[config.mk]
export PLATFORM = sky130hd
export DESIGN_NAME = ledcfg_regs
export DESIGN_NICKNAME = d
export VERILOG_FILES = /design/src/pkg/ledcfg_pkg.sv /design/src/pkg/ledcfg_if.sv /design/src/rtl/ledcfg_regs.sv /design/src/rtl/ledcfg_store.sv
export SDC_FILE = /design/constraint.sdc
export NUM_CORES = 1
export LEC_CHECK = 0
export ABC_CLOCK_PERIOD_IN_PS = 4500
export CAP_MARGIN = 20
export CORE_MARGIN = 5
export CORE_UTILIZATION = 39
export DETAILED_ROUTE_END_ITERATION = 16
export DONT_BUFFER_PORTS = 1
export MAX_ROUTING_LAYER = met4
export PLACE_DENSITY = 0.65
export SLEW_MARGIN = 20
export SYNTH_ARGS = -nofsm -noshare
export SYNTH_HDL_FRONTEND = slang
export SYNTH_SLANG_ARGS = --single-unit
[constraint.sdc]
create_clock -name ref_clk -period 4.5 [get_ports ref_clk]
set_input_delay 1.35 -clock ref_clk [delete_from_list [all_inputs] [get_ports ref_clk]]
set_output_delay 1.35 -clock ref_clk [all_outputs]
set_load 0.02 [all_outputs]
[src/pkg/ledcfg_pkg.sv]
// Purpose: Shared constants for the LED matrix timing configuration registers
// Assumes: APB with 32-bit data; each 48-bit word split into low and high halves
// Notes: Offsets are byte addresses of aligned words
package ledcfg_pkg;
    localparam int unsigned ADDR_W = 4;
    localparam logic [ADDR_W-1:0] OFF_CFG1_LO = 4'h0;
    localparam logic [ADDR_W-1:0] OFF_CFG1_HI = 4'h4;
    localparam logic [ADDR_W-1:0] OFF_CFG2_LO = 4'h8;
    localparam logic [ADDR_W-1:0] OFF_CFG2_HI = 4'hC;
    localparam int unsigned WORD_W = 48;
    localparam int unsigned HI_W = 16;
    // Reset images of both words, reserved bits included
    localparam logic [WORD_W-1:0] CFG1_RESET = 48'h00E0_0094_A400;
    localparam logic [WORD_W-1:0] CFG2_RESET = 48'h0380_0000_0666;
    // Writable bit masks; zero bits are reserved and hold their reset value
    localparam logic [WORD_W-1:0] CFG1_WMASK = 48'h7FFF_FFFF_FFFF;
    localparam logic [WORD_W-1:0] CFG2_WMASK = 48'h8F8F_FFFF_FFFF;
    // Decode constants: the long segment length code, then decoded clock counts and limits
    localparam logic [9:0] SEG_CODE_LONG = 10'h3FF;
    localparam logic [10:0] SEG_CLK_SHORT = 11'h080;
    localparam logic [10:0] SEG_CLK_LONG = 11'h400;
    localparam logic [8:0] LINE_SW_ZERO_CLK = 9'h02D;
    localparam logic [8:0] LINE_SW_UNIT_CLK = 9'h01E;
    localparam logic [8:0] SUBP_LIMIT_EXT = 9'h100;
    localparam logic [8:0] SUBP_LIMIT_NORM = 9'h080;
endpackage : ledcfg_pkg

[src/pkg/ledcfg_if.sv]
// Purpose: Write port between the bus slave and the configuration store
// Assumes: One clock domain
// Notes: Write data is already merged into a full 48-bit word
interface ledcfg_if;
    logic we1;
    logic we2;
    logic [47:0] wdata;
    logic [47:0] cfg1;
    logic [47:0] cfg2;
    modport master (output we1, output we2, output wdata, input cfg1, input cfg2);
    modport store (input we1, input we2, input wdata, output cfg1, output cfg2);
endinterface : ledcfg_if

[src/rtl/ledcfg_regs.sv]
// Operation
// Segment length code 1023 gives 1024 grayscale clocks, any other code 128, reset 0.
// Each colour smoothing code maps to level code plus one, resetting to 01001.
// Each colour boost code selects a level equal to the code, resetting to 0.
// Line switch code 0 gives 45 clocks, code n gives (n+1)*30, reset 0111.
// Black field code inserts its binary value in clocks, reset 0.
// Red pre-discharge code picks 0.1V to 2.1V, reset 0110; keep it under supply minus 1.3V.
// Green and blue pre-discharge codes use the same scale and reset to 0110.
// The subperiod extend bit raises the limit to 256, reset clear.
// The module size bit picks 16x16 at 0 and 32x32 at 1, reset 0.
// Each colour noise bit picks high immunity at 0, low at 1, resetting to 1.
// Reserved bits read reset values and ignore writes; writable fields hold their value.
// Purpose: APB register bank for the scan timing and pre-discharge configuration words
// Assumes: Zero wait state APB slave; low half at base, high 16 bits at base+4
// Notes: High-half write merges with the stored low half, so halves may be written separately
module ledcfg_regs (
    // Clock and reset
    input wire logic ref_clk,
    input wire logic rstn,
    // APB slave
    input wire logic psel,
    input wire logic penable,
    input wire logic pwrite,
    input wire logic [ledcfg_pkg::ADDR_W-1:0] paddr,
    input wire logic [31:0] pwdata,
    output logic [31:0] prdata,
    output logic pready,
    output logic pslverr,
    // Scan timing outputs
    output logic [10:0] segment_clock_count,
    output logic [8:0] scan_line_switch_time,
    output logic [5:0] black_field_clocks,
    output logic [5:0] red_lowgray_smoothing,
    output logic [5:0] green_lowgray_smoothing,
    output logic [5:0] blue_lowgray_smoothing,
    output logic [3:0] red_lowgray_boost,
    output logic [3:0] green_lowgray_boost,
    output logic [3:0] blue_lowgray_boost,
    // Colour outputs, then subperiod limit, module size and power saving
    output logic [3:0] red_predischarge_code,
    output logic [3:0] green_predischarge_code,
    output logic [3:0] blue_predischarge_code,
    output logic [3:0] red_decoupling_level,
    output logic [3:0] green_decoupling_level,
    output logic [3:0] blue_decoupling_level,
    output logic [3:0] red_lowgray_compensation,
    output logic [3:0] green_lowgray_compensation,
    output logic [3:0] blue_lowgray_compensation,
    output logic red_group_noise_setting,
    output logic green_group_noise_setting,
    output logic blue_group_noise_setting,
    output logic [8:0] subperiod_limit,
    output logic module_dimension_select,
    output logic matrix_power_saving_enable
);
    import ledcfg_pkg::*;

    ledcfg_if cfg_bus ();
    ledcfg_store u_store (
        .ref_clk(ref_clk),
        .rstn(rstn),
        .cfg(cfg_bus.store)
    );

    logic [WORD_W-1:0] cfg1, cfg2;
    assign cfg1 = cfg_bus.cfg1;
    assign cfg2 = cfg_bus.cfg2;

    function automatic logic addr_hit(input logic [ADDR_W-1:0] a);
        addr_hit = (a == OFF_CFG1_LO) || (a == OFF_CFG1_HI)
            || (a == OFF_CFG2_LO) || (a == OFF_CFG2_HI);
    endfunction : addr_hit

    logic wr_acc;
    logic [31:0] rd_nxt, prdata_r;
    assign wr_acc = psel && penable && pwrite && addr_hit(paddr);
    assign pready = 1'b1;
    assign pslverr = psel && penable && !addr_hit(paddr);

    always_comb begin
        cfg_bus.we1 = 1'b0;
        cfg_bus.we2 = 1'b0;
        cfg_bus.wdata = cfg1;
        case (paddr)
            OFF_CFG1_LO: begin
                cfg_bus.we1 = wr_acc;
                cfg_bus.wdata = {cfg1[WORD_W-1:32], pwdata};
            end
            OFF_CFG1_HI: begin
                cfg_bus.we1 = wr_acc;
                cfg_bus.wdata = {pwdata[HI_W-1:0], cfg1[31:0]};
            end
            OFF_CFG2_LO: begin
                cfg_bus.we2 = wr_acc;
                cfg_bus.wdata = {cfg2[WORD_W-1:32], pwdata};
            end
            OFF_CFG2_HI: begin
                cfg_bus.we2 = wr_acc;
                cfg_bus.wdata = {pwdata[HI_W-1:0], cfg2[31:0]};
            end
            default: begin
                cfg_bus.wdata = cfg1;
            end
        endcase
    end

    // Read data registered at setup so it is stable through the access phase
    always_comb begin
        rd_nxt = prdata_r;
        if (psel && !penable && !pwrite) begin
            case (paddr)
                OFF_CFG1_LO: rd_nxt = cfg1[31:0];
                OFF_CFG1_HI: rd_nxt = {16'h0000, cfg1[WORD_W-1:32]};
                OFF_CFG2_LO: rd_nxt = cfg2[31:0];
                OFF_CFG2_HI: rd_nxt = {16'h0000, cfg2[WORD_W-1:32]};
                default: rd_nxt = 32'h0000_0000;
            endcase
        end
    end

    always_ff @(posedge ref_clk) begin
        if (!rstn) begin
            prdata_r <= 32'h0000_0000;
        end else begin
            prdata_r <= rd_nxt;
        end
    end
    assign prdata = prdata_r;

    // Field decode; registered copies would only add latency to static settings
    assign segment_clock_count = (cfg1[9:0] == SEG_CODE_LONG) ?
        SEG_CLK_LONG : SEG_CLK_SHORT;
    assign red_lowgray_smoothing = {1'b0, cfg1[14:10]} + 6'h01;
    assign green_lowgray_smoothing = {1'b0, cfg1[19:15]} + 6'h01;
    assign blue_lowgray_smoothing = {1'b0, cfg1[24:20]} + 6'h01;
    assign red_lowgray_boost = cfg1[28:25];
    assign green_lowgray_boost = cfg1[32:29];
    assign blue_lowgray_boost = cfg1[36:33];
    assign scan_line_switch_time = (cfg1[40:37] == 4'h0) ? LINE_SW_ZERO_CLK :
        9'((cfg1[40:37] + 5'h01) * LINE_SW_UNIT_CLK);
    assign black_field_clocks = cfg1[46:41];
    assign red_predischarge_code = cfg2[3:0];
    assign green_predischarge_code = cfg2[7:4];
    assign blue_predischarge_code = cfg2[11:8];
    assign red_decoupling_level = cfg2[15:12];
    assign green_decoupling_level = cfg2[19:16];
    assign blue_decoupling_level = cfg2[23:20];
    assign red_lowgray_compensation = cfg2[27:24];
    assign green_lowgray_compensation = cfg2[31:28];
    assign blue_lowgray_compensation = cfg2[35:32];
    assign red_group_noise_setting = cfg2[39];
    assign green_group_noise_setting = cfg2[40];
    assign blue_group_noise_setting = cfg2[41];
    assign subperiod_limit = cfg2[42] ? SUBP_LIMIT_EXT : SUBP_LIMIT_NORM;
    assign module_dimension_select = cfg2[43];
    assign matrix_power_saving_enable = cfg2[47];

    a_seg_decode: assert property (@(posedge ref_clk) disable iff (!rstn)
        segment_clock_count == ((cfg1[9:0] == 10'h3FF) ? 11'h400 : 11'h080))
        else $error("segment count wrong");
    a_smooth_decode: assert property (@(posedge ref_clk) disable iff (!rstn)
        red_lowgray_smoothing - 6'h01 == {1'b0, cfg1[14:10]})
        else $error("smoothing level wrong");
    a_boost_write: assert property (@(posedge ref_clk) disable iff (!rstn)
        wr_acc && paddr == OFF_CFG1_LO |=> red_lowgray_boost == $past(pwdata[28:25]))
        else $error("boost not written");
    a_line_sw: assert property (@(posedge ref_clk) disable iff (!rstn)
        cfg1[40:37] == 4'hF |-> scan_line_switch_time == 9'h1E0)
        else $error("line switch wrong");
    a_black_write: assert property (@(posedge ref_clk) disable iff (!rstn)
        wr_acc && paddr == OFF_CFG1_HI |=> black_field_clocks == $past(pwdata[14:9]))
        else $error("black field not written");
    a_pdc_write: assert property (@(posedge ref_clk) disable iff (!rstn)
        wr_acc && paddr == OFF_CFG2_LO |=> {blue_predischarge_code,
        green_predischarge_code, red_predischarge_code} == $past(pwdata[11:0]))
        else $error("predischarge not written");
    a_subp_limit: assert property (@(posedge ref_clk) disable iff (!rstn)
        wr_acc && paddr == OFF_CFG2_HI && pwdata[10] |=> subperiod_limit == 9'h100)
        else $error("subperiod limit wrong");
    a_size_write: assert property (@(posedge ref_clk) disable iff (!rstn)
        wr_acc && paddr == OFF_CFG2_HI |=> module_dimension_select == $past(pwdata[11]))
        else $error("module size not written");
    a_noise_write: assert property (@(posedge ref_clk) disable iff (!rstn)
        wr_acc && paddr == OFF_CFG2_HI |=> red_group_noise_setting == $past(pwdata[7]))
        else $error("noise bit not written");
endmodule : ledcfg_regs

[src/rtl/ledcfg_store.sv]
// Purpose: Holds the two 48-bit configuration words
// Assumes: Caller merges partial writes before strobing
// Notes: Reserved bits are forced back to reset image on every write
module ledcfg_store (
    // Clock and reset
    input wire logic ref_clk,
    input wire logic rstn,
    // Store side
    ledcfg_if.store cfg
);
    import ledcfg_pkg::*;
    logic [WORD_W-1:0] cfg1_r, cfg1_nxt, cfg2_r, cfg2_nxt;

    always_comb begin
        cfg1_nxt = cfg1_r;
        cfg2_nxt = cfg2_r;
        if (cfg.we1) begin
            cfg1_nxt = (cfg.wdata & CFG1_WMASK) | (CFG1_RESET & ~CFG1_WMASK);
        end
        if (cfg.we2) begin
            cfg2_nxt = (cfg.wdata & CFG2_WMASK) | (CFG2_RESET & ~CFG2_WMASK);
        end
    end

    always_ff @(posedge ref_clk) begin
        if (!rstn) begin
            cfg1_r <= CFG1_RESET;
            cfg2_r <= CFG2_RESET;
        end else begin
            cfg1_r <= cfg1_nxt;
            cfg2_r <= cfg2_nxt;
        end
    end

    assign cfg.cfg1 = cfg1_r;
    assign cfg.cfg2 = cfg2_r;

    a_reserved_held: assert property (@(posedge ref_clk) disable iff (!rstn)
        ((cfg1_r & ~CFG1_WMASK) == (CFG1_RESET & ~CFG1_WMASK))
        && ((cfg2_r & ~CFG2_WMASK) == (CFG2_RESET & ~CFG2_WMASK)))
        else $error("reserved bits changed");
    a_value_kept: assert property (@(posedge ref_clk) disable iff (!rstn)
        !cfg.we1 && !cfg.we2 |=> $stable(cfg1_r) && $stable(cfg2_r))
        else $error("config changed without write");
endmodule : ledcfg_store

Word level (Yosys, flattened, before mapping):

Index checks and enable logic that the tools add are counted.

* register bits: 121
* bits in latches: 0
* RAM bits: 0
* memory bits (read-only): 0
* input bits: 41
* logic and storage cells: 42
* memories kept: 0

* add/subtract/negate cells: 4
* multipliers: 1
* divide/modulo/power cells: 0
* $lt $le $gt $ge: 0
* equality and inequality tests: 4
* shifts and indexed selects: 0
* muxes and demuxes: 7
* bitwise logic cells: 2
* reductions and logical operators: 19

Operators by type and width (number)
* 48-bit one-hot mux with 4 select lines: 1
* 32-bit one-hot mux with 4 select lines: 1
* 5-bit by 1-bit adder with 6-bit output, second input constant: 3
* 9-bit 2-to-1 mux: 2
* 11-bit 2-to-1 mux: 1
* 10-bit == test, second input constant: 1
* 4-bit == test, second input constant: 2
* 4-bit logical NOT: 2
* 5-bit by 4-bit multiplier with 8-bit output, second input constant: 1
* 1-bit logical AND: 6
* 4-bit by 1-bit adder with 5-bit output, second input constant: 1
* 4-bit by 3-bit == test with 1-bit output, second input constant: 1
* 2-bit OR reduction: 2
* 1-bit logical NOT: 3
* 1-bit logical OR: 3
* 3-bit AND reduction: 1
* 3-bit nonzero test: 1
* 1-bit 2-to-1 mux: 2
* 1-bit NOT: 2
* 2-bit AND reduction: 1

Depth between registers and ports, before layout:

* word-level depth: 7
* gate-level depth with buffers: 12

Modules after synthesis:

From an unflattened synthesis, not the netlist that was laid out.

* cell total of the unflattened synthesis: 883
* area, all modules: 7708.6 µm²

By module, submodules not included
* ledcfg_regs: times used 1, cells each 588, area an instance 4295.4 µm², sequential area each 640.6 µm²
* ledcfg_store: times used 1, cells each 295, area an instance 3413.3 µm², sequential area each 1781.7 µm²

Least setup slack after synthesis:

Ideal clock, no wire load.

* kind: reg-to-output
* from: register u_store.cfg1_r[37] (netlist: u_store.cfg.cfg1[37])
* to: output scan_line_switch_time[7]
* arrival: 2.985 ns
* data required time: 3.150 ns
* path slack: 0.165 ns
* cell stages (with the launch flop): 13
* buffers on the path: 0
* path through: dfxtp_1 -> inv_1 -> ha_1 -> xnor2_1 -> ha_1 -> ha_1 -> xnor2_1 -> inv_1 -> fa_1 -> nor2b_1 -> o21ai_0 -> nor3b_1 -> nor3_1

* longest elaborated chain between the ends: 3

Ends and longest elaborated chain
* start, declared: RTL line ledcfg_store.sv:12 `logic [WORD_W-1:0] cfg1_r, cfg1_nxt, cfg2_r, cfg2_nxt;`
* start signal, assigned: RTL line ledcfg_store.sv:30 `cfg1_r <= cfg1_nxt;`
* 4-bit by 1-bit adder with 5-bit output: RTL line ledcfg_regs.sv:140 `9'((cfg1[40:37] + 5'h01) * LINE_SW_UNIT_CLK);`
* 5-bit by 4-bit multiplier with 8-bit output: RTL line ledcfg_regs.sv:140
* 9-bit 2-to-1 mux (*): RTL line ledcfg_regs.sv:139 `assign scan_line_switch_time = (cfg1[40:37] == 4'h0) ? LINE_SW_ZERO_CLK :`
* end, declared: RTL line ledcfg_regs.sv:31 `output logic [8:0] scan_line_switch_time,`

Mark *: on every way between the ends. The rest lies on a longest branch, timed or not.

Worst setup path in the final report:

Same ends and word-level chain as after synthesis.

==> impl_results.md <==
* Number of failing hold endpoints at the final stage at 0
* Final-layout fill cell count at 1,556
* Cell at the root of the clock tree: sky130_fd_sc_hd__clkbuf_16
* Via/cell ratio at 5.757
* DIE AREA at 18,790 µm²
* Depth of the worst hold-timing path at 2
* Leading register cell type out of synthesis: sky130_fd_sc_hd__dfxtp_1
* Antenna diode count at 0
* TritonCTS buffer count at 17
* Sw power at 0.6334 mW
* Relative max-transition margin at 0.3162
* Fin. max-slew vios at 0
* Total wirelength of the detailed-routed design at 19,560 µm
* Final worst path period share at 0.9948
* Number of warnings issued by yosys at 0
* Share of cells above drive strength 1 at 0.1531
* Worst path setup slack after routing at 0.02345 ns
* Fmax achieved at 223.4 MHz
* Total power divided by cell area at 388.1 nW/µm²
* Worst IR drop on VDD at 0.0002532 V
* Last weighted congestion value of the routability-driven placer at 0.7934
* WL/cell at 20.78 µm
* Lkg Pwr at 2.565 nW
* Endpoint class of the critical path: output port
* Cells after Synth at 745
* Highest net fanout along the worst path at 6
* Slew of the pin with the lowest slew margin at 1.015 ns
* Max capacitance violation total at 0
* Startpoint Class: flop
* Cell row count at 46
* Post-detailed-route count of antenna-violating nets at 0
* Number of antenna violations at the first check in global routing at 0
* Iteration count of the initial detailed-routing pass at 5
* H-tree lvl count at 4
* CTS tree: built
* Internal portion of total power at 2.149 mW
* Synthesized area divided by synthesized cell count at 8.453 µm²
* Fraction of power spent switching nets at 0.2276
* Final Setup Violations at 0
* Vias after detailed routing at 5,417
* Crit-path cells: inv_2 > ha_4 > xnor2_2 > ha_1 > ha_4 > xnor2_2 > inv_1 > fa_2 > nor2b_2 > o21ai_2 > nor3b_2 > nor3_1 > buf_4
* CTS Sinks at 121
* Global route total overflow at 0
* Share of the synthesized area in the top cell type at 0.3847
* Largest net degree at the start of global routing at 70
* Share of total power in combinational logic at 0.065
* Buffers on Ports at 0
* Setup skew after layout at 0.006733 ns
* Clock network latency to the later pin of the worst-skew pair at 0.42 ns
* Total stage count of the critical path at 13
* Final non-filler cell area at 7169 µm²
* Post-synth cell types at 52
* Die width at 137.1 µm
* Worst Reg2Reg Path Length in Cells at 3
* Sequential cell area fraction in the yosys report at 0.3847
* Most common library cell in the layout ignoring fill and taps: sky130_fd_sc_hd__dfxtp_1
* Detailed-placement wirelength estimate at 12,990 µm
* Worst setup timing slack at the placement stage at 0.1224 ns
* Sequential group share of total power at 0.393
* Minimum clock period at 4.477 ns
* CTS Buffer Depth at 2
* Area growth, synth to finish at 13.85%
* Vias in the first global route at 5,061
* Clock network fraction of total power at 0.542
* Top cells by area, synth: sky130_fd_sc_hd__dfxtp_1, sky130_fd_sc_hd__nand2_1, sky130_fd_sc_hd__nor2_1, sky130_fd_sc_hd__buf_4, sky130_fd_sc_hd__a21o_1
* Number of synthesized flops with an enable pin at 0
* Placed Area at 6309 µm²
* Share of the core filled with cells in the final layout at 0.4513
* Initial cell density of the core at 0.3964
* Overall global routing resource usage at 0.2102
* Nets at 771
* Clock transition at the registers of the reported paths at 0.06 ns
* First-pass GRT wire length at 29,410 µm
* Core Area at 15,890 µm²
* Top library cells by usage in the layout, fill and taps aside: sky130_fd_sc_hd__dfxtp_1, sky130_fd_sc_hd__nand2_1, sky130_fd_sc_hd__nor2_1, sky130_fd_sc_hd__a21oi_1, sky130_fd_sc_hd__o21ai_0
* Outcome: completed
* Netlist area before placement at 6297 µm²
* Kind of cell with the highest combined delay on the critical path: adder cells
* Count of boundary I/O pins at 181
* Buf+Inv Stages, Crit Path at 3
* Asr flop ratio synth at 0
* DRC viols at 0
* Critical setup path kind: flop to output port
* Area leader, netlist: sky130_fd_sc_hd__dfxtp_1
* Min-delay worst type: flop to flop
* Number of storage elements in the synthesis netlist at 121
* Maximum cell stage delay along the critical path at 0.39 ns
* Hold-fix buffers, CTS at 0
* Iter 0 DRT Violations at 336
* WP data arrival at 3.13 ns
* Data required time at the worst endpoint at 3.15 ns
* Max stage delay cell, worst path: sky130_fd_sc_hd__dfxtp_4
* Die Ht at 137.1 µm
* RSZ-0062 raised after global routing: true
per-layer routing:
metal	vias to the layer above	GRT usage	part of all wire
li1	2564	-	-
met1	2607	0.2712	0.43
met2	222	0.3057	0.45
met3	24	0.07647	0.10
met4	0	0.06874	0.015
met5	-	-	0
cell families after synthesis:
family,synth area share
simple gates,0.1478
flops,0.3847
other cells,0.001193
buf+inv,0.09060
xor+xnor,0.02364
compound gates,0.2376
mux,0.07471
fa+ha+maj,0.03974
power groups by stage:
stage                     Sequential, mW  Combinational (mW)  Clock (mW)
after floorplan                     1.11               0.154           0
after global placement              1.12               0.166           0
after CTS                           1.09               0.172        1.54
final                               1.09               0.182        1.51
after global routing                1.09               0.197        1.59
after detailed placement            1.12               0.167           0
cell usage after synthesis, types with 2 or more instances:
master and count:
sky130_fd_sc_hd__a211o_1 5, sky130_fd_sc_hd__a211oi_1 7, sky130_fd_sc_hd__a21o_1 34, sky130_fd_sc_hd__a21oi_1 47
sky130_fd_sc_hd__a22oi_1 24, sky130_fd_sc_hd__a311oi_1 27, sky130_fd_sc_hd__a32oi_1 8, sky130_fd_sc_hd__and2_1 2
sky130_fd_sc_hd__and3_1 2, sky130_fd_sc_hd__buf_2 18, sky130_fd_sc_hd__buf_4 35, sky130_fd_sc_hd__clkbuf_1 38
sky130_fd_sc_hd__conb_1 2, sky130_fd_sc_hd__dfxtp_1 121, sky130_fd_sc_hd__fa_1 2, sky130_fd_sc_hd__ha_1 16
sky130_fd_sc_hd__inv_1 19, sky130_fd_sc_hd__mux2_2 16, sky130_fd_sc_hd__mux2i_1 20, sky130_fd_sc_hd__mux4_2 4
sky130_fd_sc_hd__nand2_1 84, sky130_fd_sc_hd__nand3_1 28, sky130_fd_sc_hd__nand4_1 3, sky130_fd_sc_hd__nor2_1 73
sky130_fd_sc_hd__nor2b_1 3, sky130_fd_sc_hd__nor3b_1 3, sky130_fd_sc_hd__nor3b_2 2, sky130_fd_sc_hd__o211ai_1 13
sky130_fd_sc_hd__o21a_1 2, sky130_fd_sc_hd__o21ai_0 40, sky130_fd_sc_hd__o21ai_1 2, sky130_fd_sc_hd__o22ai_1 5
sky130_fd_sc_hd__o2bb2ai_1 3, sky130_fd_sc_hd__or2_2 2, sky130_fd_sc_hd__or3_1 2, sky130_fd_sc_hd__or3b_2 2
sky130_fd_sc_hd__xnor2_1 11, sky130_fd_sc_hd__xor2_1 6
worst paths after layout:
path,start,end,slack (ns)
max,u_store.cfg.cfg1[37],scan_line_switch_time[7],0.02
min,u_store.cfg.cfg1[8],u_store.cfg.cfg1[8],0.53
max reg2reg,u_store.cfg.cfg1[41],prdata[9],3.21
min reg2reg,u_store.cfg.cfg1[8],u_store.cfg.cfg1[8],0.53
sequential cells by signal, indices dropped and copies added (netlist names):
signal            count
u_store.cfg.cfg1     47
prdata               32
u_store.cfg.cfg2     42
tightest hold or removal path: cells and delay by family (launching register included):
family | cells | cell delay [ns]
simple gates | 1 | 0.10
flops | 1 | 0.33
compound gates | 1 | 0.05
stage by stage:
step	std cells	setup TNS [ns]	power [mW]	hold slack, ns
CTS	937	0	2.801	0.5328
global route	941	-0.2480	2.878	0.5546
global placement	901	0	1.284	0.5136
finish	941	0	2.782	0.5308
detailed placement	901	0	1.285	0.5223
floorplan	760	0	1.266	0.4839
layout make-up:
| type | count | area [µm²] | area share |
|---|---|---|---|
| Multi-Input combinational cell | 528 | 3540 | 0.4937 |
| Clock buffer | 20 | 456.7 | 0.06370 |
| Sequential cell | 121 | 2434 | 0.3394 |
| Inverter | 19 | 72.57 | 0.01012 |
| Timing Repair Buffer | 25 | 200.2 | 0.02792 |
| Tap cell | 216 | 270.3 | 0.03770 |
| Clock inverter | 12 | 196.4 | 0.02740 |
what timing repair did:
action	in CTS	in global routing
buffers inserted	4	4
endpoints found under the setup margin	5	4
pin swaps	2	6
resized for setup	19	10
Power figures use the tool's default switching activity.
